`config.mk`:
```
export PLATFORM = sky130hd
export DESIGN_NAME = dci_top
export DESIGN_NICKNAME = d
export VERILOG_FILES = /design/src/dci_pkg.sv /design/src/dci_sticky.sv /design/src/dci_hit.sv /design/src/dci_top.sv
export SDC_FILE = /design/constraint.sdc
export NUM_CORES = 1
export LEC_CHECK = 0
export BUFFER_PORTS_ARGS = -buffer_cell sky130_fd_sc_hd__buf_2
export CAP_MARGIN = 10
export CORE_MARGIN = 3
export CORE_UTILIZATION = 45
export CTS_CLUSTER_DIAMETER = 200
export DETAILED_ROUTE_END_ITERATION = 8
export PLACE_DENSITY = 0.8
export RECOVER_POWER = 25
export SLEW_MARGIN = 20
export SYNTH_ARGS = -nofsm -noshare
export SYNTH_HDL_FRONTEND = slang
export SYNTH_SLANG_ARGS = --single-unit
```
`constraint.sdc`:
```
create_clock -name clk_i -period 1.6 [get_ports clk_i]
set_input_delay 0.24 -clock clk_i [delete_from_list [all_inputs] [get_ports clk_i]]
set_output_delay 0.24 -clock clk_i [all_outputs]
set_load 0.01 [all_outputs]
```
`src/dci_pkg.sv`:
```
/*
 * constants for the dma channel interrupt control block: register offsets,
 * field positions, reset values and the pointer width.
 * assumes a classic wishbone slave with 32-bit data and byte addressing.
 */
// Contract
// [RL1] eight interrupt enables in bits 23..16; one enables, zero disables
// [RL2] source done flag, bit 7, set when source pointer equals source size
// [RL3] source half empty flag, bit 6, set when source pointer equals half size
// [RL4] destination done flag, bit 5, set when destination pointer equals size
// [RL5] bits 31..24 and 15..8 of the control register always read zero
// [RL6] all enable and flag bits are read/write and clear to zero at reset
// [RL7] channel request high exactly while some flag and its enable are both set
package dci_pkg;
   localparam int          PTR_W          = 16;
   localparam int          ADR_W          = 8;
   localparam logic [7:0]  OFS_CTRL       = 8'h00;
   localparam logic [7:0]  OFS_STATUS     = 8'h04;
   localparam logic [7:0]  OFS_MASK       = 8'h08;
   localparam int          ENA_LSB        = 16;
   localparam int          FLAG_LSB       = 0;
   localparam int          BIT_SRC_DONE   = 7;
   localparam int          BIT_SRC_HALF   = 6;
   localparam int          BIT_DST_DONE   = 5;
   localparam int          BIT_DST_HALF   = 4;
   localparam int          BIT_BLOCK      = 3;
   localparam int          BIT_CELL       = 2;
   localparam int          BIT_ABORT      = 1;
   localparam int          BIT_ADDR_ERR   = 0;
   localparam logic [7:0]  RST_ENABLES    = 8'h00;
   localparam logic [7:0]  RST_FLAGS      = 8'h00;
   localparam logic [7:0]  RST_MASK       = 8'h00;
   localparam logic [31:0] RST_DAT        = 32'h0000_0000;
endpackage : dci_pkg

```
`src/dci_sticky.sv`:
```
/*
 * a row of sticky bits: hardware sets, software loads or clears.
 * assumes set, load and clear are synchronous single-cycle strobes.
 */
`timescale 1ns/10ps
module dci_sticky #(
   parameter int W = 8
) (
   input  wire logic         clk_i,
   input  wire logic         rst_i,
   input  wire logic [W-1:0] set_i,
   input  wire logic [W-1:0] load_i,
   input  wire logic [W-1:0] load_val_i,
   output logic      [W-1:0] q_o
);
   logic [W-1:0] bits_ff;

   // a set arriving with a load or clear wins, so no event is lost
   always_ff @(posedge clk_i) begin
      if (rst_i) begin
         bits_ff <= '0;
      end else begin
         bits_ff <= set_i | (load_i & load_val_i) | (~load_i & bits_ff);
      end
   end

   assign q_o = bits_ff;
endmodule : dci_sticky

```
`src/dci_hit.sv`:
```
/*
 * compares a running pointer with its size and gives one-cycle pulses
 * when it reaches the end and the midpoint.
 * assumes pointer and size are synchronous to clk_i.
 */
`timescale 1ns/10ps
module dci_hit #(
   parameter int W = 16
) (
   input  wire logic         clk_i,
   input  wire logic         rst_i,
   input  wire logic [W-1:0] ptr_i,
   input  wire logic [W-1:0] size_i,
   output logic              done_o,
   output logic              half_o
);
   logic done_lvl;
   logic half_lvl;
   logic done_ff;
   logic half_ff;

   assign done_lvl = (ptr_i == size_i);
   assign half_lvl = (ptr_i == (size_i >> 1));

   // edge, not level: a pointer parked at the end must not re-set a cleared flag
   always_ff @(posedge clk_i) begin
      if (rst_i) begin
         done_ff <= 1'b1;
         half_ff <= 1'b1;
      end else begin
         done_ff <= done_lvl;
         half_ff <= half_lvl;
      end
   end

   assign done_o = done_lvl & ~done_ff;
   assign half_o = half_lvl & ~half_ff;
endmodule : dci_hit

```
`src/dci_top.sv`:
```
/*
 * dma channel interrupt control: enables, event flags, channel request,
 * plus a read-to-clear event status and mask feeding a system interrupt.
 * assumes a classic wishbone master on clk_i and pointer counters on clk_i.
 */
// Added by the designer: the address map and register access over Wishbone.
`timescale 1ns/10ps
module dci_top (
   input  wire logic                      clk_i,
   input  wire logic                      rst_i,
   input  wire logic                      cyc_i,
   input  wire logic                      stb_i,
   input  wire logic                      we_i,
   input  wire logic [dci_pkg::ADR_W-1:0] adr_i,
   input  wire logic [3:0]                sel_i,
   input  wire logic [31:0]               dat_i,
   output logic      [31:0]               dat_o,
   output logic                           ack_o,
   input  wire logic [dci_pkg::PTR_W-1:0] source_pointer_i,
   input  wire logic [dci_pkg::PTR_W-1:0] source_size_i,
   input  wire logic [dci_pkg::PTR_W-1:0] dest_pointer_i,
   input  wire logic [dci_pkg::PTR_W-1:0] dest_size_i,
   input  wire logic                      dest_half_full_i,
   input  wire logic                      block_complete_i,
   input  wire logic                      cell_complete_i,
   input  wire logic                      transfer_abort_i,
   input  wire logic                      address_error_i,
   output logic                           chan_irq_o,
   output logic                           irq_o
);
   logic        ack_ff;
   logic [31:0] dat_ff;
   logic [7:0]  enables_ff;
   logic [7:0]  mask_ff;
   logic [7:0]  flags;
   logic [7:0]  status;
   logic [7:0]  events;
   logic [7:0]  flag_load;
   logic [7:0]  stat_clr;
   logic [7:0]  stat_keep;
   logic [31:0] nxt_dat;
   logic        src_done;
   logic        src_half;
   logic        dst_done;
   logic        req;
   logic        wr_edge;
   logic        rd_edge;
   logic        hit_ctrl;
   logic        hit_status;
   logic        hit_mask;

   // bus slave: one wait state, ack for one cycle, every address answered
   assign req        = cyc_i & stb_i;
   assign hit_ctrl   = (adr_i == dci_pkg::OFS_CTRL);
   assign hit_status = (adr_i == dci_pkg::OFS_STATUS);
   assign hit_mask   = (adr_i == dci_pkg::OFS_MASK);
   assign wr_edge    = req & ack_ff & we_i;
   assign rd_edge    = req & ack_ff & ~we_i;

   always_ff @(posedge clk_i) begin
      if (rst_i) begin
         ack_ff <= 1'b0;
      end else begin
         ack_ff <= req & ~ack_ff;
      end
   end

   always_comb begin
      nxt_dat = 32'h0000_0000;  // RL5
      if (hit_ctrl) begin
         nxt_dat[dci_pkg::ENA_LSB +: 8]  = enables_ff;  // RL1
         nxt_dat[dci_pkg::FLAG_LSB +: 8] = flags;       // RL6
      end else if (hit_status) begin
         nxt_dat[7:0] = status;
      end else if (hit_mask) begin
         nxt_dat[7:0] = mask_ff;
      end
   end

   // read data is captured as ack rises and held while ack stands
   always_ff @(posedge clk_i) begin
      if (rst_i) begin
         dat_ff <= dci_pkg::RST_DAT;
      end else if (req & ~ack_ff & ~we_i) begin
         dat_ff <= nxt_dat;
      end
   end

   assign ack_o = ack_ff;
   assign dat_o = dat_ff;

   always_ff @(posedge clk_i) begin
      if (rst_i) begin
         enables_ff <= dci_pkg::RST_ENABLES;  // RL6
      end else if (wr_edge & hit_ctrl & sel_i[2]) begin
         enables_ff <= dat_i[dci_pkg::ENA_LSB +: 8];  // RL1 RL6
      end
   end

   always_ff @(posedge clk_i) begin
      if (rst_i) begin
         mask_ff <= dci_pkg::RST_MASK;
      end else if (wr_edge & hit_mask & sel_i[0]) begin
         mask_ff <= dat_i[7:0];
      end
   end

   // event sources
   dci_hit #(.W(dci_pkg::PTR_W)) u_src_hit (
      .clk_i  (clk_i),
      .rst_i  (rst_i),
      .ptr_i  (source_pointer_i),
      .size_i (source_size_i),
      .done_o (src_done),
      .half_o (src_half)
   );

   dci_hit #(.W(dci_pkg::PTR_W)) u_dst_hit (
      .clk_i  (clk_i),
      .rst_i  (rst_i),
      .ptr_i  (dest_pointer_i),
      .size_i (dest_size_i),
      .done_o (dst_done),
      .half_o ()
   );

   always_comb begin
      events                         = 8'h00;
      events[dci_pkg::BIT_SRC_DONE]  = src_done;  // RL2
      events[dci_pkg::BIT_SRC_HALF]  = src_half;  // RL3
      events[dci_pkg::BIT_DST_DONE]  = dst_done;  // RL4
      events[dci_pkg::BIT_DST_HALF]  = dest_half_full_i;
      events[dci_pkg::BIT_BLOCK]     = block_complete_i;
      events[dci_pkg::BIT_CELL]      = cell_complete_i;
      events[dci_pkg::BIT_ABORT]     = transfer_abort_i;
      events[dci_pkg::BIT_ADDR_ERR]  = address_error_i;
   end

   // software may write flags either way; a same-cycle event still sets
   assign flag_load = {8{wr_edge & hit_ctrl & sel_i[0]}};  // RL6

   dci_sticky #(.W(8)) u_flags (
      .clk_i      (clk_i),
      .rst_i      (rst_i),
      .set_i      (events),
      .load_i     (flag_load),
      .load_val_i (dat_i[dci_pkg::FLAG_LSB +: 8]),
      .q_o        (flags)
   );

   // status is a read-to-clear copy of the same events for the system line
   assign stat_clr = {8{rd_edge & hit_status}};

   // a read clears only the bits it returned; an event seen while the
   // read waited for ack stays pending instead of being lost
   assign stat_keep = status & ~dat_ff[7:0];

   dci_sticky #(.W(8)) u_status (
      .clk_i      (clk_i),
      .rst_i      (rst_i),
      .set_i      (events),
      .load_i     (stat_clr),
      .load_val_i (stat_keep),
      .q_o        (status)
   );

   assign chan_irq_o = |(flags & enables_ff);  // RL7
   assign irq_o      = |(status & mask_ff);
endmodule : dci_top

```
==> results of run 1 <==
power by group through the flow:
| stage | clock network [W] | registers [W] | logic (W) |
|---|---|---|---|
| 2_1_floorplan | 0 | 0.00136 | 0.000220 |
| 3_3_place_gp | 0 | 0.00136 | 0.000386 |
| 3_5_place_dp | 0 | 0.00137 | 0.000399 |
| 4_1_cts | 0.000780 | 0.00133 | 0.000401 |
| 5_1_grt | 0.000843 | 0.00134 | 0.000442 |
| 6_report | 0.000769 | 0.00133 | 0.000400 |
per-layer routing:
| metal | wire length [um] | vias to the layer above | GRT usage |
|---|---|---|---|
| met3 | 659 | 11 | 0.0456 |
| met4 | 153 | 0 | 0.0604 |
| li1 | - | 1349 | - |
| met5 | 0 | - | 0 |
| met2 | 3650 | 126 | 0.344 |
| met1 | 3010 | 1229 | 0.240 |
tightest hold or removal path, stage by stage:
cell	delay (ns)
buf_2	0.07
mux2i_1	0.05
nor2_1	0.07
placed cells by master, fill, tap and decap left out:
cell type,instances
o21ai_0,16
nand4bb_1,1
dfxtp_1,52
a22oi_1,24
nor4_2,1
buf_4,12
a21oi_1,20
clkinv_2,2
clkbuf_8,6
or2_2,2
or4_4,1
nor4b_1,1
nor3b_1,1
nor3_4,1
o2bb2ai_1,8
nor2b_1,1
nor2_1,26
clkbuf_1,15
nand2_1,1
o22ai_1,4
nor4_4,1
nand2b_1,3
nand4_1,7
mux2i_1,24
xor2_1,47
nor4_1,13
and2_1,1
buf_2,103
inv_1,13
and4_1,1
conb_1,16
buf_12,1
or4_1,1
nor3_1,1
a41o_1,1
and3_1,2
nand3_1,8
nand4_2,2
per-stage QoR:
stage | hold slack (ns) | util | instances | cell area [um^2] | setup WS, ns
after CTS | 0.160 | 0.598 | 514 | 3600 | 0.113
final | 0.162 | 0.596 | 515 | 3590 | 0.158
after global routing | 0.162 | 0.596 | 515 | 3590 | 0.0139
after detailed placement | 0.465 | 0.583 | 506 | 3510 | 0.00508
after floorplan | 0.358 | - | 330 | 2900 | 0.119
after global placement | 0.450 | 0.583 | 506 | 3510 | 0.0314
what timing repair did:
action | CTS | global route
setup endpoints to repair | 0 | 5
hold buffers | 0 | 0
buffers inserted | 0 | 1
worst max path at each step:
| stage | start | endpoint | slack (ns) | cells past startpoint |
|---|---|---|---|---|
| final | ack_o$_SDFF_PP0_ | enables_ff[6]$_SDFFE_PP0P_ | 0.16 | 4 |
| after global routing | ack_o$_SDFF_PP0_ | enables_ff[0]$_SDFFE_PP0P_ | 0.01 | 4 |
| after CTS | ack_o$_SDFF_PP0_ | mask_ff[6]$_SDFFE_PP0P_ | 0.11 | 4 |
| after detailed placement | adr_i[5] | dat_o[2]$_SDFFE_PP0P_ | 0.005 | 6 |
| after global placement | adr_i[5] | dat_o[1]$_SDFFE_PP0P_ | 0.03 | 6 |
| after floorplan | adr_i[5] | u_flags.q_o[7]$_SDFF_PP0_ | 0.12 | 4 |
logic make-up (layout without fill, tap and decap cells):
logic type | after synthesis | in the layout | share of synthesized area
other | 1 | 16 | 0.00132
xor gates and xnor gates | 47 | 47 | 0.145
and+or+nand+nor | 76 | 76 | 0.161
DFF | 52 | 52 | 0.367
AOI/OAI and AO/OA | 73 | 73 | 0.164
buffers and inverters | 42 | 152 | 0.0775
muxes | 24 | 24 | 0.0846
sequential cells by signal, summed over array words and instances, names as in the netlist, 8 cells and up:
register	cells
dat_o	16
enables_ff	8
mask_ff	8
u_flags.q_o	8
u_status.q_o	8
final cells by class:
| class | count | area [um^2] |
|---|---|---|
| Clock buffer | 6 | 82.6 |
| Clock inverter | 2 | 10.0 |
| Fill cell | 561 | 2430 |
| Inverter | 13 | 48.8 |
| Multi-Input combinational cell | 236 | 1640 |
| Sequential cell | 52 | 1040 |
| Tap cell | 75 | 93.8 |
| Timing Repair Buffer | 131 | 682 |
Yosys cell counts:
library cell   n
dfxtp_1       52
xor2_1        47
nor2_1        26
a22oi_1       24
mux2i_1       24
a21oi_1       20
buf_4         16
o21ai_0       16
inv_1         13
nor4_1        13
clkbuf_1      11
nand3_1        8
o2bb2ai_1      8
nand4_1        7
o22ai_1        4
nand2b_1       3
and3_1         2
buf_2          2
nand4_2        2
or2_2          2
a41o_1         1
and2_1         1
and4_1         1
conb_1         1
nand2_1        1
nand4bb_1      1
nor2b_1        1
nor3_1         1
nor3_4         1
nor3b_1        1
nor4_2         1
nor4_4         1
nor4b_1        1
or4_1          1
or4_4          1
==> reports/results.tsv, run 1 <==
stage	metric	value	unit
route	drt first pass iters	4	
synthesis	cell taking the most area after synthesis	dfxtp_1	
run	max cap viols	0	
clock_tree	clock root cell	clkbuf_8	
worst_setup_path	R2R cell count	4	
timing	clock skew	0.0108	ns
grt	vias in the first global route	2503	
run_status	outcome	complete, no violations	
grt	largest net degree at the start of global routing	29	
floorplanning	row cnt	28	
timing	post-layout min period	1.44	ns
place	hpwl dp	5.89	mm
worst_hold_path	hold path depth	3	
synthesis	synthesized area	0.00284	mm^2
floorplanning	Die X	85.4	um
clock_tree	clock tree buffer depth	2	
synthesis	Yosys warnings	0	
timing	RSZ-0062 raised after global routing	false	
finish	ANT cells	0	
worst_setup_path	Worst EP arrival	1.63	ns
worst_hold_path	Worst Hold End	enables_ff[5]$_SDFFE_PP0P_	
power	Cell Pwr Density	697	mW/mm^2
timing	Final Max Tran Viols	0	
worst_hold_path	hold path startpoint	dat_i[21]	
worst_hold_path	HP Class	in -> reg	
power	Clk pwr share	0.307	
route	vias per inst	5.27	
route	DR WL/cell	14.5	um
floorplanning	Die ar.	0.00730	mm^2
power	sequential fraction of design power	0.533	
worst_setup_path	Worst R2R Setup Slack	0.16	ns
grt	initial antenna violation count	0	
place	port buffer count	118	
worst_setup_path	CP max-delay cell	dfxtp_1	
worst_setup_path	Worst Path Required	1.78	ns
clock_tree	CTS Buf Count	5	
finish	Final #Nets	557	
worst_setup_path	critical path peak fanout	8	
worst_setup_path	critical path class	reg -> reg	
timing	endpoints failing setup	0	
route	total wire length	7.48	mm
timing	Max Fclk	0.694	GHz
clock_tree	htree depth	2	
worst_setup_path	critical path capture point type	flop	
finish	Area Growth Syn to Fin	26.5	%
finish	share of cells above drive strength 1	0.300	
synthesis	post-synthesis sequential area ratio	0.367	
floorplanning	core area	0.00603	mm^2
grt	Tot GR Track Use	0.197	
power	switch share	0.261	
clock_tree	clock-pin slew on the worst setup and hold paths	0.10	ns
worst_setup_path	RR Startpoint	ack_o$_SDFF_PP0_	
route	drt drc	0	
grt	first-pass GRT wire length	11.6	mm
power	Int Power	0.00185	W
worst_setup_path	Critical path buffers and inverters	0	
worst_setup_path	startpoint types	flop	
power	Pleak	1.69	nW
synthesis	Synth top area share	0.367	
worst_setup_path	worst-path cell chain	and4_1, nand4_2, mux2i_1, nor2_1	
clock_tree	Sink Count	52	
synthesis	top post-synthesis cells by area	dfxtp_1, xor2_1, mux2i_1, a22oi_1, buf_4	
timing	crit share post-route	0.901	
route	remaining antenna violation count	0	
worst_setup_path	RR Endpoint	enables_ff[6]$_SDFFE_PP0P_	
place	gpl congestion	0.881	
floorplanning	top-level I/O count	153	
timing	Fin. Hold Viols	0	
power	maximum vdd drop	0.369	mV
power	Logic pwr share	0.160	
grt	total gr overflow	0	
synthesis	Mean Syn Cell Area	9.02	um^2
worst_setup_path	Worst path top cell family by delay	simple AND/OR/NAND/NOR gates	
power	Power, Total	0.00250	W
synthesis	synth unique cells	35	
route	total number of vias	2715	
synthesis	register bit total from synthesis	52	
clock_tree	CTS tree	done	
power	NetSw	0.000654	W
clock_tree	CTS resizes	0	
worst_setup_path	max incr delay on CP	0.37	ns
synthesis	gate count after technology mapping	315	
route	detailed router's first-iteration violation count	176	
floorplanning	DIE HEIGHT	85.4	um
timing	post-route setup TNS	0	ns
floorplanning	initial core utilization	0.471	
clock_tree	Worst-Skew Late Latency	0.30	ns
(Power assumes the default switching activity.)
==> run 2, diff against run 1 <==
--- a/config.mk
+++ b/config.mk
@@ -11,7 +11,7 @@
 export CORE_UTILIZATION = 45
 export CTS_CLUSTER_DIAMETER = 200
 export DETAILED_ROUTE_END_ITERATION = 8
-export PLACE_DENSITY = 0.8
+export PLACE_DENSITY_LB_ADDON = 0.25
 export RECOVER_POWER = 25
 export SLEW_MARGIN = 20
 export SYNTH_ARGS = -nofsm -noshare
==> constraint.sdc (replaced) <==
create_clock -name clk_i -period 1.6 [get_ports clk_i]
set_input_delay 0.08 -clock clk_i [delete_from_list [all_inputs] [get_ports clk_i]]
set_output_delay 0.08 -clock clk_i [all_outputs]
set_load 0.01 [all_outputs]
==> reports/results.tsv, run 2 (synthesis gave the netlist of run 1 again) <==
stage	metric	value	unit
floorplanning	Die ar.	0.00730	mm^2
power	NetSw	0.000628	W
worst_setup_path	critical path capture point type	flop	
timing	Fin. Hold Viols	0	
floorplanning	initial core utilization	0.471	
timing	post-route setup TNS	0	ns
timing	endpoints failing setup	0	
timing	clock skew	0.00317	ns
route	drt drc	0	
floorplanning	top-level I/O count	153	
power	Int Power	0.00186	W
route	DR WL/cell	14.2	um
timing	RSZ-0062 raised after global routing	false	
finish	commonest non-fill, non-tap cell in the layout	buf_2	
grt	vias in the first global route	2537	
timing	Slew HR	0.549	
clock_tree	clock tree buffer depth	2	
power	maximum vdd drop	0.343	mV
grt	largest net degree at the start of global routing	29	
timing	crit share post-route	0.926	
place	hpwl dp	5.74	mm
clock_tree	CTS tree	done	
worst_setup_path	critical path class	reg -> reg	
timing	Hold WS	0.00786	ns
floorplanning	row cnt	28	
finish	commonest cells after routing, fill and taps aside	buf_2, dfxtp_1, xor2_1	
place	gpl congestion	0.844	
power	switch share	0.253	
floorplanning	Die X	85.4	um
power	Power, Total	0.00248	W
route	drt first pass iters	4	
clock_tree	postcts setup bufs	0	
power	sequential fraction of design power	0.538	
finish	ANT cells	0	
route	total wire length	7.26	mm
timing	worst-margin pin slew	0.671	ns
power	Clk pwr share	0.303	
run_status	outcome	complete, no violations	
clock_tree	clock root cell	clkbuf_8	
floorplanning	core area	0.00603	mm^2
power	Logic pwr share	0.160	
worst_setup_path	Worst Path Required	1.77	ns
grt	total gr overflow	0	
timing	Final Max Tran Viols	0	
grt	first-pass GRT wire length	11.5	mm
finish	max reg flops	16	
timing	post-layout min period	1.48	ns
route	vias per inst	5.31	
clock_tree	hold buffers post-CTS	0	
worst_setup_path	startpoint types	flop	
worst_setup_path	Worst EP arrival	1.65	ns
worst_setup_path	R2R cell count	4	
route	remaining antenna violation count	0	
clock_tree	Worst-Skew Late Latency	0.30	ns
finish	Area Growth Syn to Fin	26.2	%
worst_hold_path	HP Class	in -> reg	
floorplanning	DIE HEIGHT	85.4	um
timing	Max Fclk	0.675	GHz
grt	Tot GR Track Use	0.192	
clock_tree	htree depth	2	
power	Pleak	1.67	nW
run	max cap viols	0	
worst_setup_path	critical path peak fanout	8	
route	detailed router's first-iteration violation count	71	
finish	Final #Nets	555	
clock_tree	clock-pin slew on the worst setup and hold paths	0.09	ns
clock_tree	CTS resizes	0	
clock_tree	CTS Buf Count	5	
grt	initial antenna violation count	0	
route	total number of vias	2724	
place	port buffer count	118	
clock_tree	Sink Count	52	
power	Cell Pwr Density	693	mW/mm^2
worst_hold_path	hold path depth	3	
finish	share of cells above drive strength 1	0.292	
==> run 2: changes by cell type in the layout (fill, tap and decap cells not counted), sizes merged <==
cell / delta
clkbuf: +2
buf: -2
clkinv: -2
==> run 2: per-layer routing <==
metal	GRT usage	wire length [um]	vias to the layer above
met2	0.340	3660	112
met3	0.0379	555	6
met4	0.0403	82	0
li1	-	-	1343
met5	0	0	-
met1	0.241	2960	1263
==> run 2: power by group through the flow <==
stage | sequential [W] | clock (W) | combinational (W)
4_1_cts | 0.00134 | 0.000777 | 0.000398
3_3_place_gp | 0.00137 | 0 | 0.000388
6_report | 0.00134 | 0.000752 | 0.000396
3_5_place_dp | 0.00137 | 0 | 0.000396
5_1_grt | 0.00134 | 0.000817 | 0.000440
2_1_floorplan | 0.00136 | 0 | 0.000220
==> run 2: worst max-delay path, stage by stage (launching register included) <==
cell and delay, ns:
dfxtp_1 0.37, and4_1 0.32, nand4_1 0.32, o21ai_0 0.26, a21oi_1 0.09
==> run 2: worst paths after layout <==
check | startpoint | end | slack, ns
max | ack_o$_SDFF_PP0_ | mask_ff[5]$_SDFFE_PP0P_ | 0.12
min | dat_i[18] | enables_ff[2]$_SDFFE_PP0P_ | 0.008
max reg2reg | ack_o$_SDFF_PP0_ | mask_ff[5]$_SDFFE_PP0P_ | 0.12
min reg2reg | ack_o$_SDFF_PP0_ | ack_o$_SDFF_PP0_ | 0.47
==> run 2: cell type report <==
type / instances / area, um^2
sequential: 52 / 1040
tap: 75 / 93.8
clock buffer: 8 / 90.1
fill: 570 / 2440
multi-input combinational: 236 / 1640
timing repair buffer: 129 / 667
inverter: 13 / 48.8
==> run 2: per-stage QoR <==
step | setup slack, ns | instances | area, um^2 | util
after floorplan | 0.130 | 330 | 2900 | -
after global placement | 0.0592 | 505 | 3500 | 0.582
after detailed placement | 0.0256 | 505 | 3500 | 0.582
after CTS | 0.111 | 513 | 3590 | 0.597
after global routing | 0.00203 | 513 | 3580 | 0.595
final | 0.119 | 513 | 3580 | 0.595
